## config.mk

```make
export PLATFORM = sky130hd
export DESIGN_NAME = dlbu_core
export DESIGN_NICKNAME = d
export VERILOG_FILES = /design/src/hw/dlbu_pkg.sv /design/src/hw/dlbu_core.sv
export SDC_FILE = /design/constraint.sdc
export NUM_CORES = 1
export LEC_CHECK = 0
export BUFFER_PORTS_ARGS = -buffer_cell sky130_fd_sc_hd__buf_4
export CORE_MARGIN = 2
export CORE_UTILIZATION = 42
export CTS_BUF_LIST = sky130_fd_sc_hd__clkbuf_2 sky130_fd_sc_hd__clkbuf_4 sky130_fd_sc_hd__clkbuf_8
export DETAILED_ROUTE_END_ITERATION = 7
export GPL_ROUTABILITY_DRIVEN = 0
export PLACE_DENSITY = 0.68
export SYNTH_ARGS = -nofsm -noshare
export SYNTH_HDL_FRONTEND = slang
export SYNTH_SLANG_ARGS = --single-unit
```

## constraint.sdc

```tcl
create_clock -name clk_in -period 4.21 [get_ports clk_in]
set_input_delay 0.842 -clock clk_in [delete_from_list [all_inputs] [get_ports clk_in]]
set_output_delay 0.842 -clock clk_in [all_outputs]
set_load 0.005 [all_outputs]
```

## src/hw/dlbu_pkg.sv

```systemverilog
// Constants for the decrement, loop and branch unit.
// Assumes a 32-bit Avalon-MM slave port with byte addresses.
package dlbu_pkg;
  // Register byte offsets
  localparam logic [7:0] DLBU_OFS_CTRL   = 8'h00;
  localparam logic [7:0] DLBU_OFS_INSN   = 8'h04;
  localparam logic [7:0] DLBU_OFS_PC     = 8'h08;
  localparam logic [7:0] DLBU_OFS_ACC_A  = 8'h0c;
  localparam logic [7:0] DLBU_OFS_ACC_B  = 8'h10;
  localparam logic [7:0] DLBU_OFS_IDX_X  = 8'h14;
  localparam logic [7:0] DLBU_OFS_IDX_Y  = 8'h18;
  localparam logic [7:0] DLBU_OFS_STACK  = 8'h1c;
  localparam logic [7:0] DLBU_OFS_FLAGS  = 8'h20;
  localparam logic [7:0] DLBU_OFS_MEM_OP = 8'h24;
  localparam logic [7:0] DLBU_OFS_MEM_RS = 8'h28;
  localparam logic [7:0] DLBU_OFS_STATUS = 8'h2c;
  // Opcodes
  localparam logic [7:0] DLBU_OPC_LOOP    = 8'h04;
  localparam logic [7:0] DLBU_OPC_DEC_A   = 8'h43;
  localparam logic [7:0] DLBU_OPC_DEC_B   = 8'h53;
  localparam logic [7:0] DLBU_OPC_DEC_IDX = 8'h63;
  localparam logic [7:0] DLBU_OPC_DEC_EXT = 8'h73;
  // Loop postbyte fields
  localparam int DLBU_LB_COND   = 5;
  localparam int DLBU_LB_SIGN   = 4;
  localparam logic [1:0] DLBU_LB_OP_DEC = 2'h0;
  localparam logic [2:0] DLBU_SEL_A  = 3'h0;
  localparam logic [2:0] DLBU_SEL_B  = 3'h1;
  localparam logic [2:0] DLBU_SEL_D  = 3'h4;
  localparam logic [2:0] DLBU_SEL_X  = 3'h5;
  localparam logic [2:0] DLBU_SEL_Y  = 3'h6;
  localparam logic [2:0] DLBU_SEL_SP = 3'h7;
  // Flag bit positions
  localparam int DLBU_FLAG_N = 3;
  localparam int DLBU_FLAG_Z = 2;
  localparam int DLBU_FLAG_V = 1;
  localparam int DLBU_FLAG_C = 0;
  // Status bit positions
  localparam int DLBU_ST_TAKEN = 0;
  localparam int DLBU_ST_UNSUP = 1;
  localparam int DLBU_ST_BUSY  = 2;
  localparam int DLBU_ST_MEMWB = 3;
  // Lengths, reset values and the byte operand whose decrement overflows
  localparam logic [15:0] DLBU_LEN_LOOP  = 16'h0003;
  localparam logic [15:0] DLBU_LEN_EXT   = 16'h0003;
  localparam logic [15:0] DLBU_LEN_INH   = 16'h0001;
  localparam logic [15:0] DLBU_RST_WORD  = 16'h0000;
  localparam logic [7:0]  DLBU_RST_BYTE  = 8'h00;
  localparam logic [7:0]  DLBU_BYTE_MIN  = 8'h80;
  typedef enum logic [1:0] {
    DLBU_IDLE = 2'b01,
    DLBU_EXEC = 2'b10
  } dlbu_state_t;
endpackage

```

## src/hw/dlbu_core.sv

```systemverilog
// Decrement family executor: loop primitives and byte decrements.
// Assumes an Avalon-MM master that holds requests until waitrequest low.
//
// What this block does
// - The branch-if-zero loop decrements the counter and branches only when the result is zero.
// - Opcode 04 is three bytes; target is next instruction plus a signed 9-bit offset.
// - The branch-if-nonzero loop decrements the counter and branches only when the result is nonzero.
// - Postbyte bits 2:0 pick A, B, D, X, Y or the stack pointer as counter.
// - Postbyte bit 5 clear branches on zero, set branches on nonzero.
// - Postbyte bit 4 is the sign bit placed above the eight offset bits.
// - Postbyte bit 3 is ignored.
// - Postbyte bits 7:6 equal to 00 select the decrement operation.
// - Memory decrement reads a byte, subtracts one and writes it back, opcodes 73 and 63.
// - Byte decrements set N from result bit 7 and Z when the result is 00.
// - Byte decrements set V exactly when the operand was 80.
// - Byte decrements leave the carry flag unchanged.
// - Opcode 43 decrements accumulator A and updates N, Z and V.
// - Opcode 53 decrements accumulator B and updates N, Z and V.
//
// Decided for this implementation: the Avalon-MM slave port and the register addresses.
`timescale 1ns/10ps
module dlbu_core
  import dlbu_pkg::*;
(
  input  wire logic        clk_in,
  input  wire logic        reset_in,
  input  wire logic [7:0]  avs_address_in,
  input  wire logic        avs_read_in,
  input  wire logic        avs_write_in,
  input  wire logic [31:0] avs_writedata_in,
  input  wire logic [3:0]  avs_byteenable_in,
  output logic [31:0]      avs_readdata_out,
  output logic             avs_waitrequest_out,
  output logic             mem_wb_valid_out,
  output logic [7:0]       mem_wb_data_out
);
  import dlbu_pkg::*;

  dlbu_state_t state;
  logic        ack;
  logic [23:0] insn;
  logic [15:0] pc;
  logic [7:0]  acc_a;
  logic [7:0]  acc_b;
  logic [15:0] idx_x;
  logic [15:0] idx_y;
  logic [15:0] stack;
  logic [7:0]  condition_flags;
  logic [7:0]  mem_op;
  logic [7:0]  mem_rs;
  logic        st_taken;
  logic        st_unsup;
  logic        st_memwb;
  logic [31:0] rdata;

  // Bus handshake: every request waits exactly one cycle
  wire         req      = avs_read_in | avs_write_in;
  wire         wr_acc   = avs_write_in & ack;
  wire [31:0]  bmask    = {{8{avs_byteenable_in[3]}},
                           {8{avs_byteenable_in[2]}},
                           {8{avs_byteenable_in[1]}},
                           {8{avs_byteenable_in[0]}}};
  wire         wr_ctrl  = wr_acc & (avs_address_in == DLBU_OFS_CTRL);
  wire         wr_insn  = wr_acc & (avs_address_in == DLBU_OFS_INSN);
  wire         wr_pc    = wr_acc & (avs_address_in == DLBU_OFS_PC);
  wire         wr_a     = wr_acc & (avs_address_in == DLBU_OFS_ACC_A);
  wire         wr_b     = wr_acc & (avs_address_in == DLBU_OFS_ACC_B);
  wire         wr_x     = wr_acc & (avs_address_in == DLBU_OFS_IDX_X);
  wire         wr_y     = wr_acc & (avs_address_in == DLBU_OFS_IDX_Y);
  wire         wr_sp    = wr_acc & (avs_address_in == DLBU_OFS_STACK);
  wire         wr_flags = wr_acc & (avs_address_in == DLBU_OFS_FLAGS);
  wire         wr_memop = wr_acc & (avs_address_in == DLBU_OFS_MEM_OP);
  wire         go       = wr_ctrl & avs_byteenable_in[0]
                          & avs_writedata_in[0];

  function automatic logic [31:0] merge(input logic [31:0] old_v,
                                        input logic [31:0] new_v,
                                        input logic [31:0] m);
    merge = (old_v & ~m) | (new_v & m);
  endfunction

  // Instruction field decode
  wire [7:0]  opcode   = insn[7:0];
  wire [7:0]  loop_postbyte = insn[15:8];
  wire [7:0]  off_low  = insn[23:16];
  wire        exec     = (state == DLBU_EXEC);
  wire [2:0]  sel      = loop_postbyte[2:0];
  wire        is_loop  = opcode == DLBU_OPC_LOOP;
  wire        loop_dec = loop_postbyte[7:6] == DLBU_LB_OP_DEC;
  wire        sel_ok   = (sel == DLBU_SEL_A) | (sel == DLBU_SEL_B)
                         | (sel[2] == 1'b1);
  wire        do_loop  = is_loop & loop_dec & sel_ok;
  wire        is_dec_a = opcode == DLBU_OPC_DEC_A;
  wire        is_dec_b = opcode == DLBU_OPC_DEC_B;
  wire        is_dec_m = (opcode == DLBU_OPC_DEC_EXT)
                         | (opcode == DLBU_OPC_DEC_IDX);
  wire        is_byte  = is_dec_a | is_dec_b | is_dec_m;
  wire        unsup    = ~(do_loop | is_byte);

  // Loop counter path
  wire [15:0] cnt_val  = (sel == DLBU_SEL_A)  ? {8'h00, acc_a} :
                         (sel == DLBU_SEL_B)  ? {8'h00, acc_b} :
                         (sel == DLBU_SEL_D)  ? {acc_a, acc_b} :
                         (sel == DLBU_SEL_X)  ? idx_x :
                         (sel == DLBU_SEL_Y)  ? idx_y : stack;
  wire [15:0] cnt_dec  = cnt_val - 16'h0001;
  // Byte counters wrap at 8 bits, so only the low byte is tested
  wire        cnt_zero = sel[2] ? (cnt_dec == 16'h0000)
                                : (cnt_dec[7:0] == 8'h00);
  wire        take     = loop_postbyte[DLBU_LB_COND] ? ~cnt_zero
                                                     : cnt_zero;
  wire [15:0] offset9  = {{7{loop_postbyte[DLBU_LB_SIGN]}},
                          loop_postbyte[DLBU_LB_SIGN], off_low};
  wire [15:0] pc_next  = pc + DLBU_LEN_LOOP;
  wire [15:0] pc_loop  = take ? pc_next + offset9 : pc_next;

  // Byte decrement path
  wire [7:0]  byte_src = is_dec_a ? acc_a :
                         is_dec_b ? acc_b : mem_op;
  wire [7:0]  byte_res = byte_src - 8'h01;
  wire        res_n    = byte_res[7];
  wire        res_z    = byte_res == 8'h00;
  wire        res_v    = byte_src == DLBU_BYTE_MIN;
  wire [7:0]  flags_dec = {condition_flags[7:4], res_n, res_z, res_v,
                           condition_flags[DLBU_FLAG_C]};
  // Indexed forms have variable length; the core leaves PC unchanged for them
  wire [15:0] pc_byte  = (is_dec_a | is_dec_b) ? pc + DLBU_LEN_INH :
                         (opcode == DLBU_OPC_DEC_EXT) ?
                         pc + DLBU_LEN_EXT : pc;

  // Selected-counter write strobes
  wire        ld_cnt   = exec & do_loop;
  wire        ld_a     = ld_cnt & ((sel == DLBU_SEL_A) | (sel == DLBU_SEL_D));
  wire        ld_b     = ld_cnt & ((sel == DLBU_SEL_B) | (sel == DLBU_SEL_D));
  wire [7:0]  loop_a   = (sel == DLBU_SEL_D) ? cnt_dec[15:8] : cnt_dec[7:0];

  wire [7:0]  next_a   = (exec & is_dec_a) ? byte_res :
                         ld_a ? loop_a :
                         wr_a ? 8'(merge({24'h0, acc_a},
                                 avs_writedata_in, bmask)) : acc_a;
  wire [7:0]  next_b   = (exec & is_dec_b) ? byte_res :
                         ld_b ? cnt_dec[7:0] :
                         wr_b ? 8'(merge({24'h0, acc_b},
                                 avs_writedata_in, bmask)) : acc_b;
  wire [15:0] next_x   = (ld_cnt & (sel == DLBU_SEL_X)) ? cnt_dec :
                         wr_x ? 16'(merge({16'h0, idx_x},
                                 avs_writedata_in, bmask)) : idx_x;
  wire [15:0] next_y   = (ld_cnt & (sel == DLBU_SEL_Y)) ? cnt_dec :
                         wr_y ? 16'(merge({16'h0, idx_y},
                                 avs_writedata_in, bmask)) : idx_y;
  wire [15:0] next_sp  = (ld_cnt & (sel == DLBU_SEL_SP)) ? cnt_dec :
                         wr_sp ? 16'(merge({16'h0, stack},
                                 avs_writedata_in, bmask)) : stack;
  wire [15:0] next_pc  = ld_cnt ? pc_loop :
                         (exec & is_byte) ? pc_byte :
                         wr_pc ? 16'(merge({16'h0, pc},
                                 avs_writedata_in, bmask)) : pc;
  // Loops leave flags alone; only byte decrements touch them
  wire [7:0]  next_flags = (exec & is_byte) ? flags_dec :
                           wr_flags ? 8'(merge({24'h0, condition_flags},
                                     avs_writedata_in, bmask))
                                    : condition_flags;
  wire [23:0] next_insn  = wr_insn ? 24'(merge({8'h0, insn},
                                     avs_writedata_in, bmask)) : insn;
  wire [7:0]  next_memop = wr_memop ? 8'(merge({24'h0, mem_op},
                                     avs_writedata_in, bmask)) : mem_op;

  wire [31:0] status_w = {28'h0, st_memwb, exec, st_unsup, st_taken};
  wire [31:0] rd_mux   =
    (avs_address_in == DLBU_OFS_INSN)   ? {8'h0, insn} :
    (avs_address_in == DLBU_OFS_PC)     ? {16'h0, pc} :
    (avs_address_in == DLBU_OFS_ACC_A)  ? {24'h0, acc_a} :
    (avs_address_in == DLBU_OFS_ACC_B)  ? {24'h0, acc_b} :
    (avs_address_in == DLBU_OFS_IDX_X)  ? {16'h0, idx_x} :
    (avs_address_in == DLBU_OFS_IDX_Y)  ? {16'h0, idx_y} :
    (avs_address_in == DLBU_OFS_STACK)  ? {16'h0, stack} :
    (avs_address_in == DLBU_OFS_FLAGS)  ? {24'h0, condition_flags} :
    (avs_address_in == DLBU_OFS_MEM_OP) ? {24'h0, mem_op} :
    (avs_address_in == DLBU_OFS_MEM_RS) ? {24'h0, mem_rs} :
    (avs_address_in == DLBU_OFS_STATUS) ? status_w : 32'h0000_0000;

  assign avs_waitrequest_out = req & ~ack;
  assign avs_readdata_out    = rdata;

  always_ff @(posedge clk_in)
  begin
    if (reset_in)
    begin
      ack   <= 1'b0;
      rdata <= 32'h0000_0000;
    end
    else
    begin
      ack <= req & ~ack;
      if (avs_read_in & ~ack)
        rdata <= rd_mux;
    end
  end

  // One execute cycle follows each accepted go; no bus write can land then
  always_ff @(posedge clk_in)
  begin
    if (reset_in)
      state <= DLBU_IDLE;
    else
    begin
      unique case (state)
        DLBU_IDLE: state <= go ? DLBU_EXEC : DLBU_IDLE;
        DLBU_EXEC: state <= DLBU_IDLE;
        default:   state <= DLBU_IDLE;
      endcase
    end
  end

  always_ff @(posedge clk_in)
  begin
    if (reset_in)
    begin
      insn            <= 24'h00_0000;
      pc              <= DLBU_RST_WORD;
      acc_a           <= DLBU_RST_BYTE;
      acc_b           <= DLBU_RST_BYTE;
      idx_x           <= DLBU_RST_WORD;
      idx_y           <= DLBU_RST_WORD;
      stack           <= DLBU_RST_WORD;
      condition_flags <= DLBU_RST_BYTE;
      mem_op          <= DLBU_RST_BYTE;
    end
    else
    begin
      insn            <= next_insn;
      pc              <= next_pc;
      acc_a           <= next_a;
      acc_b           <= next_b;
      idx_x           <= next_x;
      idx_y           <= next_y;
      stack           <= next_sp;
      condition_flags <= next_flags;
      mem_op          <= next_memop;
    end
  end

  // Result of the last memory decrement and status of the last executed instruction
  always_ff @(posedge clk_in)
  begin
    if (reset_in)
    begin
      mem_rs           <= DLBU_RST_BYTE;
      st_taken         <= 1'b0;
      st_unsup         <= 1'b0;
      st_memwb         <= 1'b0;
      mem_wb_valid_out <= 1'b0;
      mem_wb_data_out  <= DLBU_RST_BYTE;
    end
    else
    begin
      mem_wb_valid_out <= exec & is_dec_m;
      if (exec)
      begin
        st_taken <= do_loop & take;
        st_unsup <= unsup;
        st_memwb <= is_dec_m;
        if (is_dec_m)
        begin
          mem_rs          <= byte_res;
          mem_wb_data_out <= byte_res;
        end
      end
    end
  end
endmodule // dlbu_core

```

### Word-level counts from Yosys, hierarchy flattened

Cells that the tools add are included.

* flip-flop bits (word level): 167

* add/sub/neg operators: 5
* equal/unequal tests: 25
* mux-type cells: 42
* bitwise operators: 62
* reduce and logical (&&, ||, !) cells: 17

Operators with widths (number)
* $mux 16: 23
* $mux 8: 12
* $and 16x16->16: 4
* $or 16x16->16: 4
* $and 24x24->24: 2
* $and 8x8->8: 4
* $eq 8x5->1 const B: 4
* $eq 8x6->1 const B: 4
* $eq 8x7->1 const B: 4
* $or 8x8->8: 4
* $and 1x1->1: 28
* $logic_not 8->1: 3
* $mux 24: 1
* $not 24->24: 1
* $or 24x24->24: 1
* $add 16x1->16 const B: 1
* $add 16x16->16: 1
* $add 16x2->16 const B: 1
* $eq 8x3->1 const B: 2
* $eq 8x4->1 const B: 2
* $logic_not 16->1: 1
* $sub 16x1->16 const B: 1
* $eq 3x3->1 const B: 4
* $mux 4: 3
* other kinds (16): 36

### Longest topological paths before layout

* word-level depth: 13
* depth in mapped cells: 18
* gate-level depth less buffers: 16

### Worst setup path after synthesis

No wires, ideal clock.

* path type: reg2reg
* start: register with a tool-made name
* end: register with a tool-made name
* library setup time: 0.122 ns
* arrival: 3.614 ns
* required time: 4.088 ns
* setup slack: 0.475 ns
* cell stages (with the launch flop): 18
* path buffers: 2
* period minus slack after synthesis: 3.735 ns
* cell sequence: dfxtp_1 > buf_4 > buf_4 > nand3_1 > a32o_1 > a21oi_1 > inv_1 > ha_1 > inv_1 > nor3_1 > a31oi_4 > xnor2_1 > or3_4 > a2111o_1 > o21ai_2 > o311a_2 > nand2_4 > o311a_1

==> flow_summary.yaml <==
run_status:
  run_status: "completed"
timing:
  rsz0062_at_grt: "no"
  min_period_ps: 3945
  drv_slew: 0
  fin_crit_sh: 0.9370
  skew_ps: 20.53
  fin_ws_ps: 265.2
  clock.fmax_mhz: 253.5
  tightest_slew_ps: 1058
  setup_viol: 0
  whs_ps: 459.7
  hold_violations: 0
  slew_headroom: 0.2945
critical_path:
  cp.depth: 15
  cp_cell_sequence: "or3_4 > nor2_1 > a21o_1 > ha_1 > inv_1 > nor3_2 > a31oi_4 > xnor2_1 > or3_4 > a2111oi_4 > nand3_2 > o311ai_4 > buf_4 > o21ai_0 > a31oi_1"
  reg2regPathDepth: 15
  r2r_setup_slack_ps: 270
  cp_num_buf_inv: 2
  critPathLaunchType: "flop"
  cp.required_ps: 4630
  arrival_ps: 4360
  max_stage_delay_ps: 470
  slowest_stage: "or3_4"
  cp_top_family: "compound AO/OA/AOI/OAI gates"
  critical_path.max_fanout: 14
  end_kind: "flop"
  cpMostUsedCell: "or3_4"
  path_class: "reg -> reg"
power:
  power.density_nw_per_um2: 244.6
  peakVddDrop_uv: 167.4
  p_leak_nw: 4.225
synth:
  synth_top_cell_area_share: 0.2983
  synth_top_cells_by_count: "168 x nand2_1, 162 x nor2_1, 159 x dfxtp_1"
  netlist_instances: 1419
  synth_xor_area_frac: 0.04092
  synth_top_area_cell: "dfxtp_1"
  avgSynthCellArea_um2: 7.520
  yosys_warnings: 0
  seq_area_frac_synth: 0.2983
  synth_compound_area_frac: 0.2978
  ys_seq_elements: 159
  async_flop_share: 0
  synthFlopType: "dfxtp_1"
  synth_top_family_by_area: "compound AO/OA/AOI/OAI gates"
  synth_edf_count: 0
  synth_area_um2: 10670
  synth_most_common_cell: "nand2_1"
  synth_cell_types: 86
  synthAdderAreaFrac: 0.02861
  synth-simple-area-share: 0.2460
  synth.area.top_cells: "dfxtp_1 30%, nand2_1 5.9%, nor2_1 5.7%"
  synth.area.mux_share: 0.03553
cells_and_area:
  area_delta_synth_final_pct: 13.72
  finish.utilization: 0.4847
  drive_above_1_share: 0.1466
  fill_cells: 2462
  fin_nets: 1538
clock_tree:
  htree_levels: 4
  cts_root_buf: "clkbuf_8"
  worstSkewPairLatency_ps: 500
  cts_buffer_depth: 2
  cts.reportedPaths.clkPinSlew_ps: 100
  tritoncts: "yes"
  cts_hold_buf: 0
  numCtsBuffers: 17
  cts.sinks: 159
routing:
  via_count: 11630
  vias_per_cell: 6.418
  drt_iter0_markers: 1520
  drt-wirelength-per-cell_um: 21.67
  ant_nets: 0
  drc: 0
  dr.pass1.iters: 7
  wirelength_um: 39270
global_route:
  top_usage_layer: "met2"
  met1_usage: 0.3824
  grt_pass1_vias: 10830
  grt_pass1_wl_um: 60860
  grt.total_usage: 0.2929
  grt_overflow: 0
  antenna_found_initial: 0
  grt_use_met3: 0.05993
  grtUsageMet2: 0.4672
  grt_start_max_net_pins: 88
floorplan:
  rows: 58
  dieArea_um2: 26700
  coreArea_um2: 25040
  io-pin-count: 90
  start_util: 0.4262
  die_w_um: 163.4
  dieHeight_um: 163.4
placement:
  hpwl_um: 28800
  io_buffers: 72
  preCtsSetupSlack_ps: -7.928
run:
  maxCapViolCount: 0
worst_hold_path:
  hp-class: "reg -> reg"
==> layout by cell type, fill, tap and decap left out, drive strengths merged, types with 16 or more instances in the layout <==
cell type	netlist	final
o211ai	39	39
a31oi	21	21
a211oi	70	70
nor2	162	162
mux2i	30	30
a21oi	100	100
nand2b	17	17
ha	22	22
xnor2	33	33
xor2	16	16
clkbuf	82	18
nand3	100	100
buf	30	134
o21ai	75	75
nand2	169	169
dfxtp	159	159
a221oi	16	16
nor3	37	37
a22oi	22	22
inv	21	28
==> through the flow <==
stage	cells	area [um^2]	setup TNS, ps	total power, mW
after global routing	1810	12130	0	3.036
after detailed placement	1775	11660	-7.928	1.746
final	1812	12130	0	2.968
after global placement	1775	11660	0	1.746
after CTS	1807	12080	0	2.961
after floorplan	1426	10700	0	1.653
==> power breakdown <==
part	switching [mW]	total, mW	internal, mW
Combinational	0.127	0.197	0.0694
Sequential	0.00718	1.52	1.51
Clock	0.692	1.25	0.559
Total	0.826	2.97	2.14
==> area by class of cell <==
type	instances	area, um^2	area share
Sequential cell	159	3187	0.2626
Clock buffer	18	241.5	0.01990
Antenna cell	2	5.005	0.0004125
Multi-Input combinational cell	1134	7014	0.5781
Timing Repair Buffer	134	1018	0.08394
Inverter	21	78.83	0.006496
Tap cell	330	412.9	0.03403
Clock inverter	14	176.4	0.01454
==> worst min-delay path by stage <==
stage | start | endpoint | cells after the start
floorplan | st_memwb | st_memwb | 2
global placement | avs_readdata_out[20] | avs_readdata_out[20] | 2
detailed placement | avs_readdata_out[16] | avs_readdata_out[16] | 2
CTS | flop | flop | 2
global route | avs_readdata_out[16] | avs_readdata_out[16] | 2
finish | flop | flop | 2
==> tightest hold or removal path: stages (launching register included) <==
cell     delay [ps]
dfxtp_1         320
nand2_1          50
a21oi_1          50
==> per-layer routing <==
metal	vias to the layer above	part of all wire	wire, um
met3	118	0.099	3887
met2	688	0.46	17940
met1	5460	0.41	15930
li1	5364	-	-
met5	-	0	0
met4	0	0.038	1506
==> logic make-up (layout without fill, tap and decap cells) <==
group / after synthesis / after routing
buf+inv: 133 / 187
flops: 159 / 159
fa+ha+maj: 24 / 24
simple gates: 563 / 563
compound gates: 453 / 453
other cells: 1 / 10
mux: 37 / 37
xor+xnor: 49 / 49
==> repair_timing <==
action	4_1_cts	5_1_grt
pin swaps	0	1
setup buffers	0	3
gates resized for setup	1	9
setup endpoints to repair	3	17
hold endpoints to repair	0	0
Power figures use the tool's default switching activity.
